==> src/core/pcic_pkg.sv <==
// Purpose: Shared types and constants for the pipeline cycle and interlock control.
// Assumes: All instruction and data accesses hit in the caches.
// Notes:   Cycle counts are in core clock cycles, 25 MHz core clock.
`default_nettype none
package pcic_pkg;
    localparam int CNT_W  = 9;
    localparam int REGS   = 16;
    localparam int BW_W   = 8;
    // Cycle counts of the fixed-length instruction classes.
    localparam logic [CNT_W-1:0] CYC_ONE         = 9'h001;
    localparam logic [CNT_W-1:0] CYC_REGSHIFT    = 9'h002;
    localparam logic [CNT_W-1:0] CYC_LOAD_USE    = 9'h002;
    localparam logic [CNT_W-1:0] CYC_LOAD_NARROW = 9'h003;
    localparam logic [CNT_W-1:0] CYC_LOAD_PC     = 9'h005;
    localparam logic [CNT_W-1:0] CYC_BLK_ONE     = 9'h002;
    localparam logic [CNT_W-1:0] CYC_PC_EXTRA    = 9'h004;
    localparam logic [CNT_W-1:0] CYC_SWAP        = 9'h002;
    localparam logic [CNT_W-1:0] CYC_SWAP_USE    = 9'h003;
    localparam logic [CNT_W-1:0] CYC_BRANCH      = 9'h003;
    localparam logic [CNT_W-1:0] CYC_MUL_BASE    = 9'h002;
    localparam logic [CNT_W-1:0] CYC_MULL_BASE   = 9'h003;
    // Positions inside a loaded-pc sequence and the multiplier operand fields.
    localparam logic [CNT_W-1:0] LDPC_SEQ2_K     = 9'h003;
    localparam logic [CNT_W-1:0] LDPC_NSEQ_K     = 9'h004;
    localparam logic [3:0]       PC_IDX          = 4'hF;
    localparam int MSEL_HI   = 11;
    localparam int MSEL_LO   = 8;
    localparam int MSEL_C_HI = 2;
    localparam int ET_B1     = 8;
    localparam int ET_B2     = 16;
    localparam int ET_B3     = 24;
    localparam logic [2:0] M_MAX = 3'h4;

    typedef enum logic [3:0] {
        CL_DATA_OP = 4'h0, CL_SINGLE_LOAD = 4'h1, CL_SINGLE_STORE = 4'h2,
        CL_BLOCK_LOAD = 4'h3, CL_BLOCK_STORE = 4'h4, CL_ATOMIC_SWAP = 4'h5,
        CL_COPROC_DATA_OP = 4'h6, CL_COPROC_LOAD = 4'h7, CL_COPROC_STORE = 4'h8,
        CL_COPROC_REG_WRITE = 4'h9, CL_COPROC_REG_READ = 4'hA,
        CL_SHORT_MULTIPLY = 4'hB, CL_MULTIPLY_ACCUMULATE = 4'hC,
        CL_UNSIGNED_LONG_MULTIPLY = 4'hD, CL_SIGNED_LONG_MULTIPLY = 4'hE,
        CL_BRANCH = 4'hF
    } pcic_class_t;

    typedef enum logic [1:0] {
        BUS_S = 2'h0, BUS_N = 2'h1, BUS_I = 2'h2, BUS_C = 2'h3
    } pcic_bus_t;

    typedef struct packed {
        pcic_class_t      opClass;
        logic             regShift;
        logic             useNext;
        logic             narrow;
        logic             destPc;
        logic [REGS-1:0]  regList;
        logic [REGS-1:0]  nextSrc;
        logic [BW_W-1:0]  busyWait;
        logic [31:0]      instrWord;
        logic             compressed;
        logic [31:0]      mulOp;
    } pcic_instr_t;

    typedef struct packed {
        pcic_bus_t  iType;
        pcic_bus_t  dType;
        logic       fetchReq;
        logic       interlock;
        logic       xferValid;
        logic [3:0] xferReg;
    } pcic_cycle_t;
endpackage
`default_nettype wire

==> src/core/pcic_control.sv <==
// Purpose: Sequences each instruction class through its core cycles and bus activity.
// Assumes: Cache hits only; operand values and register lists arrive with the instruction.
// Notes:   Every per-cycle output except the combinational issueReady is registered and shows cycle k of the current instruction.
`default_nettype none
// Function
// - Register-shifted data op: two cycles, S then I.
// - Load word used next: two cycles.
// - Narrow or unaligned load used next: three cycles.
// - Load to pc: five cycles, 2S 2I 1N.
// - Block load one register: two cycles.
// - Block load n registers: n cycles, N then S.
// - Block load with pc: n+4 cycles.
// - Block store: two cycles single, else n.
// - Swap: two cycles, three if byte used.
// - Coprocessor read: b+2 if used, else b+1.
// - Multiply 2+m, long multiply 3+m cycles.
// - Operand register from bits 11:8 or 2:0.
// - Signed and short: sign-run early termination.
// - Unsigned long: zero-run early termination only.
// - Interlock stops instruction fetches.
// - Block load transfers registers lowest first.
// - Dependent held until final block transfer.
// - Last-register dependency adds one interlock cycle.
// - Data side bursts: one N then S.
module pcic_control
    import pcic_pkg::*;
(
    // Clock and reset.
    input  wire logic              clk,
    input  wire logic              resetn,
    // Instruction issue handshake.
    input  wire logic              issueValid,
    input  wire pcic_instr_t       issueInstr,
    output logic                   issueReady,
    // Per-cycle bus activity.
    output pcic_cycle_t            cycleOut,
    output logic                   busy,
    output logic                   lastCycle,
    output logic [CNT_W-1:0]       instrCycles,
    // Dependency and multiplier status.
    output logic                   holdDependent,
    output logic [3:0]             mulSel,
    output logic [2:0]             mulTerm
);

    function automatic logic [4:0] popCount(input logic [REGS-1:0] m);
        logic [4:0] c;
        c = 5'h00;
        for (int i = 0; i < REGS; i++) begin
            c = c + {4'h0, m[i]};
        end
        return c;
    endfunction

    function automatic logic [3:0] lowBit(input logic [REGS-1:0] m);
        logic [3:0] r;
        r = 4'h0;
        for (int i = REGS - 1; i >= 0; i--) begin
            if (m[i]) r = 4'(i);
        end
        return r;
    endfunction

    function automatic logic [3:0] highBit(input logic [REGS-1:0] m);
        logic [3:0] r;
        r = 4'h0;
        for (int i = 0; i < REGS; i++) begin
            if (m[i]) r = 4'(i);
        end
        return r;
    endfunction

    // Early termination: the signed test accepts a run of ones as well as zeros.
    function automatic logic [2:0] earlyTerm(input logic [31:0] op, input logic unsLong);
        logic [2:0] m;
        m = M_MAX;
        if ((~|op[31:ET_B3]) || (!unsLong && (&op[31:ET_B3]))) m = 3'h3;
        if ((~|op[31:ET_B2]) || (!unsLong && (&op[31:ET_B2]))) m = 3'h2;
        if ((~|op[31:ET_B1]) || (!unsLong && (&op[31:ET_B1]))) m = 3'h1;
        return m;
    endfunction

    // The extra cycle only applies when the pc is not among the loaded registers.
    function automatic logic depLastOf(input pcic_instr_t d);
        return (d.opClass == CL_BLOCK_LOAD) && !d.regList[PC_IDX]
            && (popCount(d.regList) > 5'h01) && d.nextSrc[highBit(d.regList)];
    endfunction

    function automatic logic [CNT_W-1:0] totalOf(input pcic_instr_t d);
        logic [CNT_W-1:0] n;
        logic [CNT_W-1:0] b;
        logic [CNT_W-1:0] m;
        logic [CNT_W-1:0] t;
        n = CNT_W'(popCount(d.regList));
        b = CNT_W'(d.busyWait);
        m = CNT_W'(earlyTerm(d.mulOp, d.opClass == CL_UNSIGNED_LONG_MULTIPLY));
        t = CYC_ONE;
        case (d.opClass)
            CL_DATA_OP:        t = d.regShift ? CYC_REGSHIFT : CYC_ONE;
            CL_SINGLE_LOAD: begin
                if (d.destPc) begin
                    t = CYC_LOAD_PC;
                end else if (d.useNext) begin
                    t = d.narrow ? CYC_LOAD_NARROW : CYC_LOAD_USE;
                end
            end
            CL_BLOCK_LOAD: begin
                if (d.regList[PC_IDX]) begin
                    t = n + CYC_PC_EXTRA;
                end else if (n == CYC_ONE) begin
                    t = CYC_BLK_ONE;
                end else begin
                    t = n + CNT_W'(depLastOf(d));
                end
            end
            CL_BLOCK_STORE:    t = (n == CYC_ONE) ? CYC_BLK_ONE : n;
            CL_ATOMIC_SWAP:    t = (d.useNext && d.narrow) ? CYC_SWAP_USE : CYC_SWAP;
            CL_COPROC_DATA_OP, CL_COPROC_REG_WRITE: t = b + CYC_ONE;
            CL_COPROC_LOAD, CL_COPROC_STORE:        t = b + n;
            CL_COPROC_REG_READ: t = b + CYC_ONE + CNT_W'(d.useNext);
            CL_SHORT_MULTIPLY, CL_MULTIPLY_ACCUMULATE: t = CYC_MUL_BASE + m;
            CL_UNSIGNED_LONG_MULTIPLY, CL_SIGNED_LONG_MULTIPLY: t = CYC_MULL_BASE + m;
            CL_BRANCH:         t = CYC_BRANCH;
            default:           t = CYC_ONE;
        endcase
        return t;
    endfunction

    // Bus activity of cycle k; stalled cycles never request the instruction side.
    function automatic pcic_cycle_t cycleOf(input pcic_instr_t d, input logic [CNT_W-1:0] k,
                                            input logic [CNT_W-1:0] t);
        pcic_cycle_t      c;
        logic [CNT_W-1:0] n;
        logic [CNT_W-1:0] b;
        n = CNT_W'(popCount(d.regList));
        b = CNT_W'(d.busyWait);
        c = '0;
        c.iType = (k == '0) ? BUS_S : BUS_I;
        c.dType = BUS_I;
        case (d.opClass)
            CL_SINGLE_LOAD: begin
                c.dType = (k == '0) ? BUS_N : BUS_I;
                if (d.destPc) begin
                    if (k == LDPC_SEQ2_K) c.iType = BUS_S;
                    if (k == LDPC_NSEQ_K) c.iType = BUS_N;
                end else begin
                    c.interlock = (k != '0);
                end
            end
            CL_SINGLE_STORE: c.dType = BUS_N;
            CL_BLOCK_LOAD, CL_BLOCK_STORE: begin
                if (k < n) begin
                    c.dType = (k == '0) ? BUS_N : BUS_S;
                    c.xferValid = 1'b1;
                end
                if (d.opClass == CL_BLOCK_LOAD && !d.regList[PC_IDX] && n == CYC_ONE) begin
                    c.dType = (k == '0) ? BUS_S : BUS_I;
                end
                if (d.opClass == CL_BLOCK_LOAD && d.regList[PC_IDX]) begin
                    if (k == n + CYC_LOAD_USE) c.iType = BUS_S;
                    if (k == n + CYC_LOAD_NARROW) c.iType = BUS_N;
                end
                c.interlock = depLastOf(d) && (k == t - CYC_ONE);
            end
            CL_ATOMIC_SWAP: begin
                c.dType = (k < CYC_SWAP) ? BUS_N : BUS_I;
                c.interlock = (k == CYC_SWAP);
            end
            CL_COPROC_LOAD, CL_COPROC_STORE: begin
                if (k == b) c.dType = BUS_N;
                if (k > b) c.dType = BUS_S;
            end
            CL_COPROC_REG_WRITE, CL_COPROC_REG_READ: begin
                c.dType = (k == t - CYC_ONE) ? BUS_C : BUS_I;
                c.interlock = (d.opClass == CL_COPROC_REG_READ) && d.useNext
                    && (k == t - CYC_ONE);
            end
            CL_BRANCH: c.iType = (k < CYC_LOAD_USE) ? BUS_S : BUS_N;
            default: c.dType = BUS_I;
        endcase
        if (c.interlock) c.iType = BUS_I;
        c.fetchReq = (c.iType != BUS_I);
        return c;
    endfunction

    pcic_instr_t       desc_reg;
    pcic_instr_t       desc_next;
    logic [CNT_W-1:0]  k_reg;
    logic [CNT_W-1:0]  k_next;
    logic [CNT_W-1:0]  total_reg;
    logic [CNT_W-1:0]  total_next;
    logic              busy_reg;
    logic              busy_next;
    logic [REGS-1:0]   rem_reg;
    logic [REGS-1:0]   rem_next;
    logic              lastNow;
    logic              accept;
    pcic_cycle_t       cyc_next;
    logic              hold_next;

    // A new instruction may enter in the last cycle of the current one.
    assign lastNow    = busy_reg && (k_reg == total_reg - CYC_ONE);
    assign issueReady = !busy_reg || lastNow;
    assign accept     = issueValid && issueReady;

    // Next-state selection; the remaining mask drops its lowest bit per transfer.
    always_comb begin
        desc_next  = desc_reg;
        k_next     = k_reg;
        total_next = total_reg;
        busy_next  = busy_reg;
        rem_next   = rem_reg;
        if (accept) begin
            desc_next  = issueInstr;
            k_next     = '0;
            total_next = totalOf(issueInstr);
            busy_next  = 1'b1;
            rem_next   = issueInstr.regList;
        end else if (lastNow) begin
            busy_next  = 1'b0;
        end else if (busy_reg) begin
            k_next     = k_reg + CYC_ONE;
            if (cycleOut.xferValid) begin
                rem_next = rem_reg & (rem_reg - 16'h0001);
            end
        end
    end

    // Output values for the cycle that the next edge begins.
    always_comb begin
        cyc_next = cycleOf(desc_next, k_next, total_next);
        cyc_next.xferReg = lowBit(rem_next);
        if (!busy_next) begin
            cyc_next = '0;
            cyc_next.iType = BUS_I;
            cyc_next.dType = BUS_I;
        end
        // Held before the final transfer, one more cycle for the last register.
        hold_next = busy_next && (desc_next.opClass == CL_BLOCK_LOAD)
            && (|(desc_next.regList & desc_next.nextSrc)) && !desc_next.regList[PC_IDX]
            && (k_next + CYC_ONE < CNT_W'(popCount(desc_next.regList))
                + CNT_W'(depLastOf(desc_next)));
    end

    // Sequencer state.
    always_ff @(posedge clk or negedge resetn) begin
        if (!resetn) begin
            desc_reg  <= '0;
            k_reg     <= '0;
            total_reg <= CYC_ONE;
            busy_reg  <= 1'b0;
            rem_reg   <= '0;
        end else begin
            desc_reg  <= desc_next;
            k_reg     <= k_next;
            total_reg <= total_next;
            busy_reg  <= busy_next;
            rem_reg   <= rem_next;
        end
    end

    // Registered outputs, aligned with the sequencer state.
    always_ff @(posedge clk or negedge resetn) begin
        if (!resetn) begin
            cycleOut      <= '{iType: BUS_I, dType: BUS_I, default: '0};
            busy          <= 1'b0;
            lastCycle     <= 1'b0;
            instrCycles   <= '0;
            holdDependent <= 1'b0;
        end else begin
            cycleOut      <= cyc_next;
            busy          <= busy_next;
            lastCycle     <= busy_next && (k_next == total_next - CYC_ONE);
            instrCycles   <= busy_next ? total_next : '0;
            holdDependent <= hold_next;
        end
    end

    // Multiplier operand selector and term, captured when an instruction enters.
    always_ff @(posedge clk or negedge resetn) begin
        if (!resetn) begin
            mulSel  <= 4'h0;
            mulTerm <= 3'h0;
        end else if (accept) begin
            mulSel  <= issueInstr.compressed ? {1'b0, issueInstr.instrWord[MSEL_C_HI:0]}
                                             : issueInstr.instrWord[MSEL_HI:MSEL_LO];
            mulTerm <= earlyTerm(issueInstr.mulOp,
                                 issueInstr.opClass == CL_UNSIGNED_LONG_MULTIPLY);
        end
    end
endmodule
`default_nettype wire

==> config.mk <==
export PLATFORM = sky130hd
export DESIGN_NAME = pcic_control
export DESIGN_NICKNAME = d
export VERILOG_FILES = /design/src/core/pcic_pkg.sv /design/src/core/pcic_control.sv
export SDC_FILE = /design/constraint.sdc
export NUM_CORES = 1
export LEC_CHECK = 0
export BUFFER_PORTS_ARGS = -buffer_cell sky130_fd_sc_hd__buf_2
export CAP_MARGIN = 15
export CORE_ASPECT_RATIO = 2
export CORE_MARGIN = 8
export CORE_UTILIZATION = 60
export DETAILED_ROUTE_END_ITERATION = 8
export HOLD_SLACK_MARGIN = 0.05
export PLACE_DENSITY = 0.95
export SETUP_SLACK_MARGIN = 0.05
export SYNTH_ARGS = -nofsm -noshare
export SYNTH_HDL_FRONTEND = slang
export SYNTH_SLANG_ARGS = --single-unit
==> constraint.sdc <==
create_clock -name clk -period 18.1 [get_ports clk]
set_input_delay 0 -clock clk [delete_from_list [all_inputs] [get_ports clk]]
set_output_delay 0 -clock clk [all_outputs]
set_load 0.03 [all_outputs]
; Word-level counts from Yosys, hierarchy flattened
; Cells that the tools add are included.
[word_totals]
reg_bits = 177
in_bits = 116
wordCells = 274
[op_classes]
add_sub_neg = 45
magnitude_cmp = 9
eq_ne = 35
n_mux = 106
bitwise_logic = 2
n_reduce_logical = 51
[op_table]
columns = op, n
row1 = $mux 4, 49
row2 = $mux 113, 1
row3 = $add 5x1->5, 22
row4 = $pmux 9 s11, 1
row5 = $mux 16, 4
row6 = $eq 4x4->1 const B, 12
row7 = $mux 9, 5
row8 = $and 16x16->16, 2
row9 = $mux 2, 16
row10 = $reduce_or 16->1, 2
row11 = $eq 4x3->1 const B, 7
row12 = $reduce_and 24->1, 1
row13 = $reduce_or 24->1, 1
row14 = $logic_and 1x1->1, 23
row15 = $add 9x1->9 const B, 2
row16 = $eq 9x2->1 const B, 2
row17 = $eq 9x6->1, 2
row18 = $eq 9x9->1, 2
row19 = $sub 9x1->9 const B, 2
row20 = $reduce_and 16->1, 1
row21 = $sub 16x1->16 const B, 1
row22 = $lt 4x5->1 const B, 3
row23 = $mux 1, 15
row24 = $mux 3, 5
row25 = other kinds (37), 67

; Depth between registers and ports, before layout
; Gate-level depths: netlist of the first run.
[logic_depth]
ltp_word = 35
depth_mapped = 41
ltp_nobuf = 37

; Least setup slack after synthesis of the first run
; OpenSTA, ideal clock, no wires.
[synth_path]
path_type = reg2reg
start = register total_reg[0]
end = register holdDependent
setup_time_ns = 0.067
arrival_ns = 9.403
slack_ns = 8.630
stages_incl_launch_ff = 42
synth_period_minus_slack_ns = 9.470
path_cell_list = dfstp_2 inv_1 ha_1 or3b_1 or4_1 a2111o_1 a221o_2 inv_2 nand2_2 buf_2 buf_1 clkbuf_1 clkbuf_1 nand2_1 nand2_1 fa_1 fa_1 fa_1 [... 6 more ...] inv_1 ha_1 nand2_1 a211o_1 nand3_1 nor2_1 a41oi_1 o21ai_0 a21o_1 ha_1 ha_1 xnor2_1 ha_1 a21o_1 a21o_1 a211o_1 a2111oi_0 and3_1
[synth_lines]
columns = element, line
row1 = from (decl), pcic_control.sv:190  ; logic [CNT_W-1:0] total_reg;
row2 = from (signal assigned), pcic_control.sv:256  ; total_reg <= total_next;
row3 = to (signal assigned), pcic_control.sv:275  ; holdDependent <= hold_next;
row4 = to (decl), pcic_control.sv:41  ; output logic holdDependent,

; Worst setup path after layout of the first run
[layout_path]
start = register total_reg[0]
end = register holdDependent
[layout_between]
elab_chain_len = 27
elab_cells_between_ends = 57
classes_between = add/sub (18) / order compare (2) / eq/ne (2) / mux (22) / bitwise (1) / reduce/logical (12)
[layout_rtl]
columns = element, line
row1 = $sub 9x1->9 (*), pcic_control.sv:202  ; assign lastNow = busy_reg && (k_reg == total_reg - CYC_ONE);
row2 = $eq 9x9->1 (*), pcic_control.sv:202
row3 = $logic_and 1x1->1 (*), pcic_control.sv:202
row4 = $logic_or 1x1->1, pcic_control.sv:203  ; assign issueReady = !busy_reg || lastNow;
row5 = $logic_and 1x1->1, pcic_control.sv:204  ; assign accept = issueValid && issueReady;
row6 = $mux 113, pcic_control.sv:213  ; if (accept) begin
row7 = $add 1x1->2 / $mux 1 (equally long branches), n/a
row8 = $add 2x1->3 / $mux 4 (equally long branches), "pcic_control.sv:50, pcic_control.sv:68"
row9 = [... 2 more ...], n/a
row10 = $add 5x1->5 / $mux 4 (equally long branches) (11 in a row), n/a
row11 = $gt 5x1->1 / $bmux 1 s4 (equally long branches), pcic_control.sv:86  ; && (popCount(d.regList) > 5'h01) && d.nextSrc[highBit(d.regList)];
row12 = $logic_and 1x1->1 / $mux 1 (equally long branches), pcic_control.sv:86
row13 = $logic_and 1x1->1, pcic_control.sv:86
row14 = $add 5x1->6, pcic_control.sv:242  ; + CNT_W'(depLastOf(desc_next)));
row15 = $lt 9x6->1, pcic_control.sv:241  ; && (k_next + CYC_ONE < CNT_W'(popCount(desc_next.regList))
row16 = $logic_and 1x1->1 (*), pcic_control.sv:241
row17 = via hold_next, pcic_control.sv:199  ; logic hold_next;
; The timed path passes the listed nets; every way through them passes the cells marked *. The select of a mux whose other input is x is not followed.
; A chain may end at the register's enable or synchronous reset.

==> results of run 1 <==
[worst max-delay path: cells and delay by family (launching register included)]
family	cells	cell delay, ns
AOI/OAI and AO/OA	11	3.80
adders and majority gates	11	3.73
and+or+nand+nor	7	1.92
buffers and inverters	6	0.90
xor gates and xnor gates	2	0.47
DFF	1	0.40
[path summary, 6_finish.rpt]
| check | to | slack [ns] | cells past startpoint |
|---|---|---|---|
| max | holdDependent | 6.78 | 37 |
| min | desc_reg[71] | 0.09 | 3 |
| max reg2reg | holdDependent | 6.78 | 37 |
| max in group asynchronous | desc_reg[82] | 16.70 | 3 |
| min reg2reg | desc_reg[107] | 0.47 | 2 |
| min in group asynchronous | cycleOut[2] | 0.22 | 2 |
[kinds of logic (layout without fill, tap and decap cells)]
kind of cell	Yosys count	after routing
flip-flops	110	110
XOR/XNOR	42	42
adder cells (fa/ha/maj)	74	74
AND/OR/NAND/NOR	456	456
multiplexers	41	41
other	0	2
AO/OA/AOI/OAI	293	293
buffers and inverters	154	272
[layout make-up]
| class | instances | area, um2 |
|---|---|---|
| multi-input cells | 906 | 6299 |
| fillers | 1288 | 4838 |
| flip-flops and latches | 110 | 2756 |
| repair buffers | 149 | 918.4 |
| inverters | 107 | 404.1 |
| well taps | 201 | 251.5 |
| clock buffers | 10 | 229.0 |
| clock inverters | 6 | 76.32 |
| diodes | 2 | 5.005 |
[Yosys cell counts (19+ instances only)]
cell                       number  share of area [%]
sky130_fd_sc_hd__fa_1          21                4.3
sky130_fd_sc_hd__nor2_1        87                3.4
sky130_fd_sc_hd__nor4_1        19                1.2
sky130_fd_sc_hd__nor3_1        30                1.6
sky130_fd_sc_hd__dfrtp_1      107                 28
sky130_fd_sc_hd__xnor2_1       31                2.8
sky130_fd_sc_hd__a21oi_1       57                2.9
sky130_fd_sc_hd__clkbuf_1      30                1.2
sky130_fd_sc_hd__nand2_1      144                5.6
sky130_fd_sc_hd__mux2i_1       28                2.9
sky130_fd_sc_hd__o21ai_0       62                3.2
sky130_fd_sc_hd__inv_1         98                3.8
sky130_fd_sc_hd__nand3_1       42                2.2
sky130_fd_sc_hd__ha_1          53                6.9
sky130_fd_sc_hd__and3_1        22                1.4
[routing by layer]
| layer | wire length, um | vias to the layer above |
|---|---|---|
| met4 | 3527 | 0 |
| met2 | 16570 | 636 |
| met3 | 2526 | 223 |
| li1 | - | 4456 |
| met5 | 0 | - |
| met1 | 10910 | 4732 |
[power breakdown]
| group | switching [mW] | total, mW | internal [mW] |
|---|---|---|---|
| registers | 0.0550 | 0.362 | 0.307 |
| clock network | 0.0994 | 0.209 | 0.110 |
| logic | 0.803 | 1.34 | 0.537 |
[per-stage QoR]
step,instances,power [mW]
3_3_place_gp,1440,1.587
4_1_cts,1488,1.877
2_1_floorplan,1170,1.325
3_5_place_dp,1440,1.650
5_1_grt,1489,2.068
6_report,1491,1.911
==> reports/summary.md, run 1 <==
The area share of and/or/nand/nor cells after synthesis was 23.77%; the met3 usage in global routing was 6.332%. The largest individual stage delay along the critical path comes from the cell sky130_fd_sc_hd__a21boi_0. The share of layout cells above drive strength 1 is 14.36%, and the highest cell delay on the worst timing path is 0.70 ns. Once routing completed, OpenROAD measured the worst setup slack at 6.777 ns. Across the VDD grid, the largest voltage drop is 0.1294 mV.

Before CTS, the worst setup slack after placement is 6.988 ns. The I/O pin total is 147. The dominant combinational cell family by area after synthesis is simple AND/OR/NAND/NOR gates. Cells fill 69.33% of the core in the end. Derived from the worst setup path, the maximum achievable clock frequency is 0.08832 GHz. Entering global routing, the biggest net connects 59 pins. The launching instance or port of the critical path is total_reg[0]. The post-synthesis adder-cell area fraction came out at 11.20%. CTS built an H-tree with a depth of 3.

The quantity of hold-fixing buffers added after cts was 32. The tools report the total number of vias as 10047. The layer with the highest usage after global routing was met2. The clock latency reported for the late side of the worst-skew pair was 0.37 ns; the post-synthesis average cell area was 8.270 um2. In this run the vertical extent of the chip is 195.6 um. For the remaining antenna violation count after routing, the log shows 0. In this run the worst path has a maximum fanout of 49. The number of violations of the max-capacitance limit came out at 0.

The run finished with clean final reports. The number of gates resized after CTS was 0. For this design, the sink count on the clock tree is 110. The run gives 0 as the total count of max-transition violations in the final report.

The number of placement rows is 65. The most numerous cell type found on the critical path is sky130_fd_sc_hd__ha_1. The cell area that synthesis handed to floorplanning was 0.009676 mm2.

Number of buffers added by the clock tree synthesis step: 9. The tools report the worst-case clock buffer depth as 2. The floorplan step defined a die boundary enclosing 0.02069 mm2. For the number of distinct library cells after synthesis, the log shows 102. The slew at the pin with the worst max-slew slack came out at 1.091 ns.

The cell count after synthesis came out at 1170. The XOR/XNOR share of the synthesized area was 3.944%; the hold violation total from the final report was 0. For the worst setup path, the data required time is 18.39 ns. Net count after synthesis: 1360. In the finished design, the share of the clock period the worst path needs comes to 62.56%.

The number of antenna violations at the first check in global routing is 0. The setup path with the least slack is of type reg -> reg. The detailed-route wire length is 33.53 mm, and the post-CTS setup-driven buffer insertion count is 0.

In the layout the commonest cells are 144 x sky130_fd_sc_hd__nand2_1, 112 x sky130_fd_sc_hd__buf_2, 107 x sky130_fd_sc_hd__dfrtp_1, 98 x sky130_fd_sc_hd__inv_1, 87 x sky130_fd_sc_hd__nor2_1. The worst pin sits at a relative slew slack of 26.78%. The root buffer cell was sky130_fd_sc_hd__clkbuf_16. Measured against the total synthesized area, the mux share comes to 4.875%. The clock arrives with 0.01107 ns of skew. For the worst setup path, the data arrival time is 11.61 ns. STA classifies the critical path startpoint as a register.

The pre-antenna-repair detailed-routing pass consisted of 5 iterations. The first global-routing pass estimated 53.03 mm of wire. Setup total negative slack on the finished layout was measured at 0 ns. For met2 alone, demand over resource in global routing was 55.87%. The synthesized design contains 0 enable-type register cells.

The run gives 10312 as the via count of the first global-routing pass. Setup repair after global routing left no endpoint under its margin. The register bit total from synthesis was 110; the post-layout net count was 1473.

The width of the die is 105.8 um. Summed over all layers, the global routing overflow is 0. Type of destination of the critical path: a register. The congestion estimate from routability-driven global placement came to 0.9747.

For this run, global-route usage on met1 was measured as 32.07%. The core region is 0.01578 mm2. For the final count of negative-setup-slack endpoints, the log shows 0. Hold is met by 0.09031 ns. The layout-stage area growth over the synthesis result came out at 13.06%. For this run, design rule violations remaining after detail routing come to 0. Dividing total power by cell area gives a power density of 174.7 mW/mm2. The synthesized netlist devotes 21.25% of its cell area to compound gates.

Once layout is done, the placed cells without fillers occupy 0.01094 mm2. The proportion of synthesized chip area in sequential cells came out at 28.49%. After clock tree synthesis, the clock-pin slew on the worst setup and hold paths is 0.08 ns.

Global routing used 32.83% of the available tracks. After detailed routing, the number of vias per cell comes to 6.738. Startpoint of the worst hold path: issueInstr[71]. The tightest min-delay check is of the in -> reg type.

The tools report the instance area after placement as 0.01030 mm2. The number of flip-flops under the largest register name was 46. The detailed placement HPWL came out at 24.75 mm. TritonCTS built the clock tree. Dividing the detail-routed wire length by the instance count gives 22.49 um. The leakage power figure is 5.268 nW. During synthesis, Yosys emitted a total of 0 warnings. For this configuration, the core starts out at a cell density of 61.32%.

The shortest clock period the worst path allows after layout is 11.32 ns, and the starting DRC count in detailed routing is 590. The worst flop-to-flop path startpoint was total_reg[0]. The commonest register cell after synthesis was sky130_fd_sc_hd__dfrtp_1. The library cell used most frequently in the layout, excluding fill and tap cells, is sky130_fd_sc_hd__nand2_1. The async set or reset register ratio after synthesis came out at 100.0%. Port buffering added 113 buffers.
No activity file was read; power rests on OpenSTA's default activity.
==> inputs of run 2 (changes only) <==
--- a/config.mk
+++ b/config.mk
@@ -9,10 +9,10 @@
 export CAP_MARGIN = 15
 export CORE_ASPECT_RATIO = 2
 export CORE_MARGIN = 8
-export CORE_UTILIZATION = 60
+export CORE_UTILIZATION = 59
 export DETAILED_ROUTE_END_ITERATION = 8
 export HOLD_SLACK_MARGIN = 0.05
-export PLACE_DENSITY = 0.95
+export PLACE_DENSITY = 0.93
 export SETUP_SLACK_MARGIN = 0.05
 export SYNTH_ARGS = -nofsm -noshare
 export SYNTH_HDL_FRONTEND = slang
==> constraint.sdc (replaced) <==
create_clock -name clk -period 11.2 [get_ports clk]
set_input_delay 0 -clock clk [delete_from_list [all_inputs] [get_ports clk]]
set_output_delay 0 -clock clk [all_outputs]
set_load 0.03 [all_outputs]
==> reports/summary.md, run 2 (same netlist as run 1, synthesis figures left out) <==
The run finished with clean final reports. The net switching component of the power was 1.547 mW (+62%); the maximum level of the CTS H-tree was 3 (unchanged). The period utilization was 92.20% (+30 points). The width of the die works out to 106.6 um (+0.71%). The number of placement rows came out at 66 (+1.5%).

The run gives 10178 (-1.3%) as the via count of the first global-routing pass. The worst setup path category was reg -> reg. The maximum resistive drop on vdd is 0.1800 mV (+39%).

The post-detailed-route via-to-cell ratio was 6.651 (-1.3%). The run gives 0 (unchanged) as the aggregate global routing overflow. The total count of max-transition violations in the final report is 0 (unchanged).

The worst setup path is captured at a register. The maximum number of pins on one net before global-route repair was 71 (+20%); the hold violation total from the final report was 0 (unchanged). The tools report the wire length of the first global-routing pass as 52.47 mm (-1.1%).

Core outline area: 0.01619 mm2 (+2.6%). The logs give 0 (unchanged) for the final count of negative-setup-slack endpoints and 714 (+21%) for the starting DRC count in detailed routing. The detailed-route wire length is 33.13 mm (-1.2%), and the number of antenna violations at the first check in global routing is 0 (unchanged). The logs give 0 (unchanged) for the residual DRC count and 0 (unchanged) for the post-CTS setup-driven buffer insertion count.

The detailed placement HPWL came out at 25.31 mm (+2.3%). The total number of vias came out at 9970 (-0.77%). From synthesis to final layout, the design area changed by 13.28%. The number of sinks on the clock net was 110 (unchanged); the total internal power was 1.512 mW (+59%).

The number of buffers added on ports is 113 (unchanged), and the pre-CTS setup slack is 1.021 ns (-5.967 ns). The worst endpoint required time is 11.51 ns (-6.88 ns), and the clock slew at the register clock pins of the worst setup and hold paths is 0.08 ns (about the same). The logs give 0 (unchanged) for the remaining antenna violation count after routing and 10.63 ns (-0.98 ns) for the arrival time of data at the critical path endpoint. For the clock share of power, the log shows 10.4% (-0.6 points).

By instance count, the cell type seen most on the critical path is sky130_fd_sc_hd__ha_1. I/O pin total: 147 (unchanged). Setup repair after global routing left no endpoint under its margin.

Wire length per cell: 22.10 um (-1.7%). The total power density per cell area came out at 279.1 mW/mm2 (+60%). Highest cell delay on the worst timing path: 0.66 ns (-0.04 ns). For the worst-case clock buffer depth, the log shows 2 (unchanged). STA classifies the critical path startpoint as a register. The tools report the total track usage as 32.11% (-0.73 points).

The sequential cell fraction of total power was 19.2% (+0.3 points); the largest fanout on the critical path was 31 (-37%). The slowest cell on the critical path was sky130_fd_sc_hd__a221o_2. TritonCTS built the clock tree. The leakage power figure is 5.287 nW (+0.35%). The tools report the headroom to the max-slew limit as 36.61% (+9.8 points). For the area of the multi-input gates, the log shows 0.006292 mm2 (about the same). The shortest clock period the worst path allows after layout is 10.33 ns (-0.9966 ns).

The post-layout net count was 1480 (+0.48%); the height of the die was 197.1 um (+0.77%). For the clock latency reported for the late side of the worst-skew pair, the log shows 0.37 ns (about the same). The number of buffers added by the clock tree synthesis step was 9 (unchanged).

The smallest setup slack after layout is 0.8741 ns (-5.903 ns), and the aggregate negative setup slack is 0 ns (unchanged). The run gives 59.78% (-1.5 points) as the effective utilization at floorplan. The number of violations of the max-capacitance limit was 0 (unchanged). The weighted congestion at the end of routability-driven global placement is 0.9806 (+0.61%).

The timing-limited maximum frequency came out at 0.09684 GHz (+9.7%). Largest clock skew in the final design: 0.01470 ns (+0.003630 ns). The class of the worst hold path was in -> reg.

The tree is rooted in a sky130_fd_sc_hd__clkbuf_16. The top cell types in the final layout, fill and taps aside, are 144 x sky130_fd_sc_hd__nand2_1, 112 x sky130_fd_sc_hd__buf_2, 107 x sky130_fd_sc_hd__dfrtp_1, 98 x sky130_fd_sc_hd__inv_1, 87 x sky130_fd_sc_hd__nor2_1. The antenna diode count is 0 (-2). The most common library cell in the layout ignoring fill and taps is sky130_fd_sc_hd__nand2_1. Share of layout cells above drive strength 1: 14.75% (+0.39 points). The number of flip-flops under the largest register name was 46 (unchanged); the overall die area was 0.02100 mm2 (+1.5%). For the number of search-and-repair iterations in the first detailed-routing pass, the log shows 7 (+2). The setup slack on the worst flop-to-flop path is 0.87 ns (-5.90 ns). The area taken by flip-flops and latches came out at 0.002756 mm2 (unchanged). The switching portion of total power is 50.56% (+0.45 points), and the slew at the pin with the worst max-slew slack is 0.9452 ns (-0.1458 ns). The count of fill cells added during filler insertion was 1362 (+5.7%). The combinational group share of total power is 70.3% (+0.2 points).
-- run 2: critical path: cells and delay by family, from the launching register on --
| kind | cells | cell delay [ns] |
|---|---|---|
| fa+ha+maj | 11 | 3.59 |
| compound gates | 11 | 3.25 |
| simple gates | 7 | 1.56 |
| buf+inv | 7 | 0.90 |
| xor+xnor | 2 | 0.57 |
| flops | 1 | 0.39 |
-- run 2: final timing paths --
| check | from | endpoint | cells past startpoint |
|---|---|---|---|
| min in group asynchronous | resetn | desc_reg[85] | 2 |
| max in group asynchronous | resetn | total_reg[8] | 3 |
| max | total_reg[0] | holdDependent | 38 |
| min | issueInstr[71] | desc_reg[71] | 3 |
| max reg2reg | total_reg[0] | holdDependent | 38 |
| min reg2reg | mulSel[3] | mulSel[3] | 2 |
-- run 2: repair_timing --
| item | 4_1_cts | 5_1_grt |
|---|---|---|
| endpoints found under the hold margin | 69 | 0 |
| hold buffers | 32 | 0 |
| resized for setup | 0 | 0 |
-- run 2: cell type report --
cell class / count / share of cell area (%)
Clock buffer: 11 / 2.215
Clock inverter: 5 / 0.3539
Inverter: 107 / 3.687
Multi-Input combinational cell: 906 / 57.41
Sequential cell: 110 / 25.15
Tap cell: 204 / 2.329
Timing Repair Buffer: 156 / 8.858
-- run 2: per-stage QoR --
| stage | cell area [um2] | utilization [%] | power, mW | hold slack [ns] | std cells |
|---|---|---|---|---|---|
| 3_3_place_gp | 10360 | 64.00 | 2.624 | 0.01361 | 1451 |
| 4_1_cts | 10960 | 67.72 | 3.018 | 0.05385 | 1499 |
| 6_report | 10960 | 67.72 | 3.059 | 0.06988 | 1499 |
| 5_1_grt | 10960 | 67.72 | 3.306 | 0.07980 | 1499 |
| 2_1_floorplan | 9676 | - | 2.141 | -0.2956 | 1170 |
| 3_5_place_dp | 10360 | 64.00 | 2.679 | 0.02944 | 1451 |
-- run 2: power groups by stage --
stage,Combinational [mW],Sequential [mW],Clock (mW)
3_3_place_gp,2.04,0.585,0
6_report,2.15,0.589,0.319
4_1_cts,2.11,0.584,0.321
3_5_place_dp,2.09,0.591,0
5_1_grt,2.37,0.599,0.336
2_1_floorplan,1.54,0.600,0
-- run 2: layer usage --
metal  up-vias  wire, um  share of wire, %  track usage (%)
met2       604     16950                51            57.13
met4         0      3101               9.4            28.87
met3       206      2496               7.5            5.392
li1       4470         -                 -                -
met5         -         0                 0                0
met1      4690     10580                32            30.80
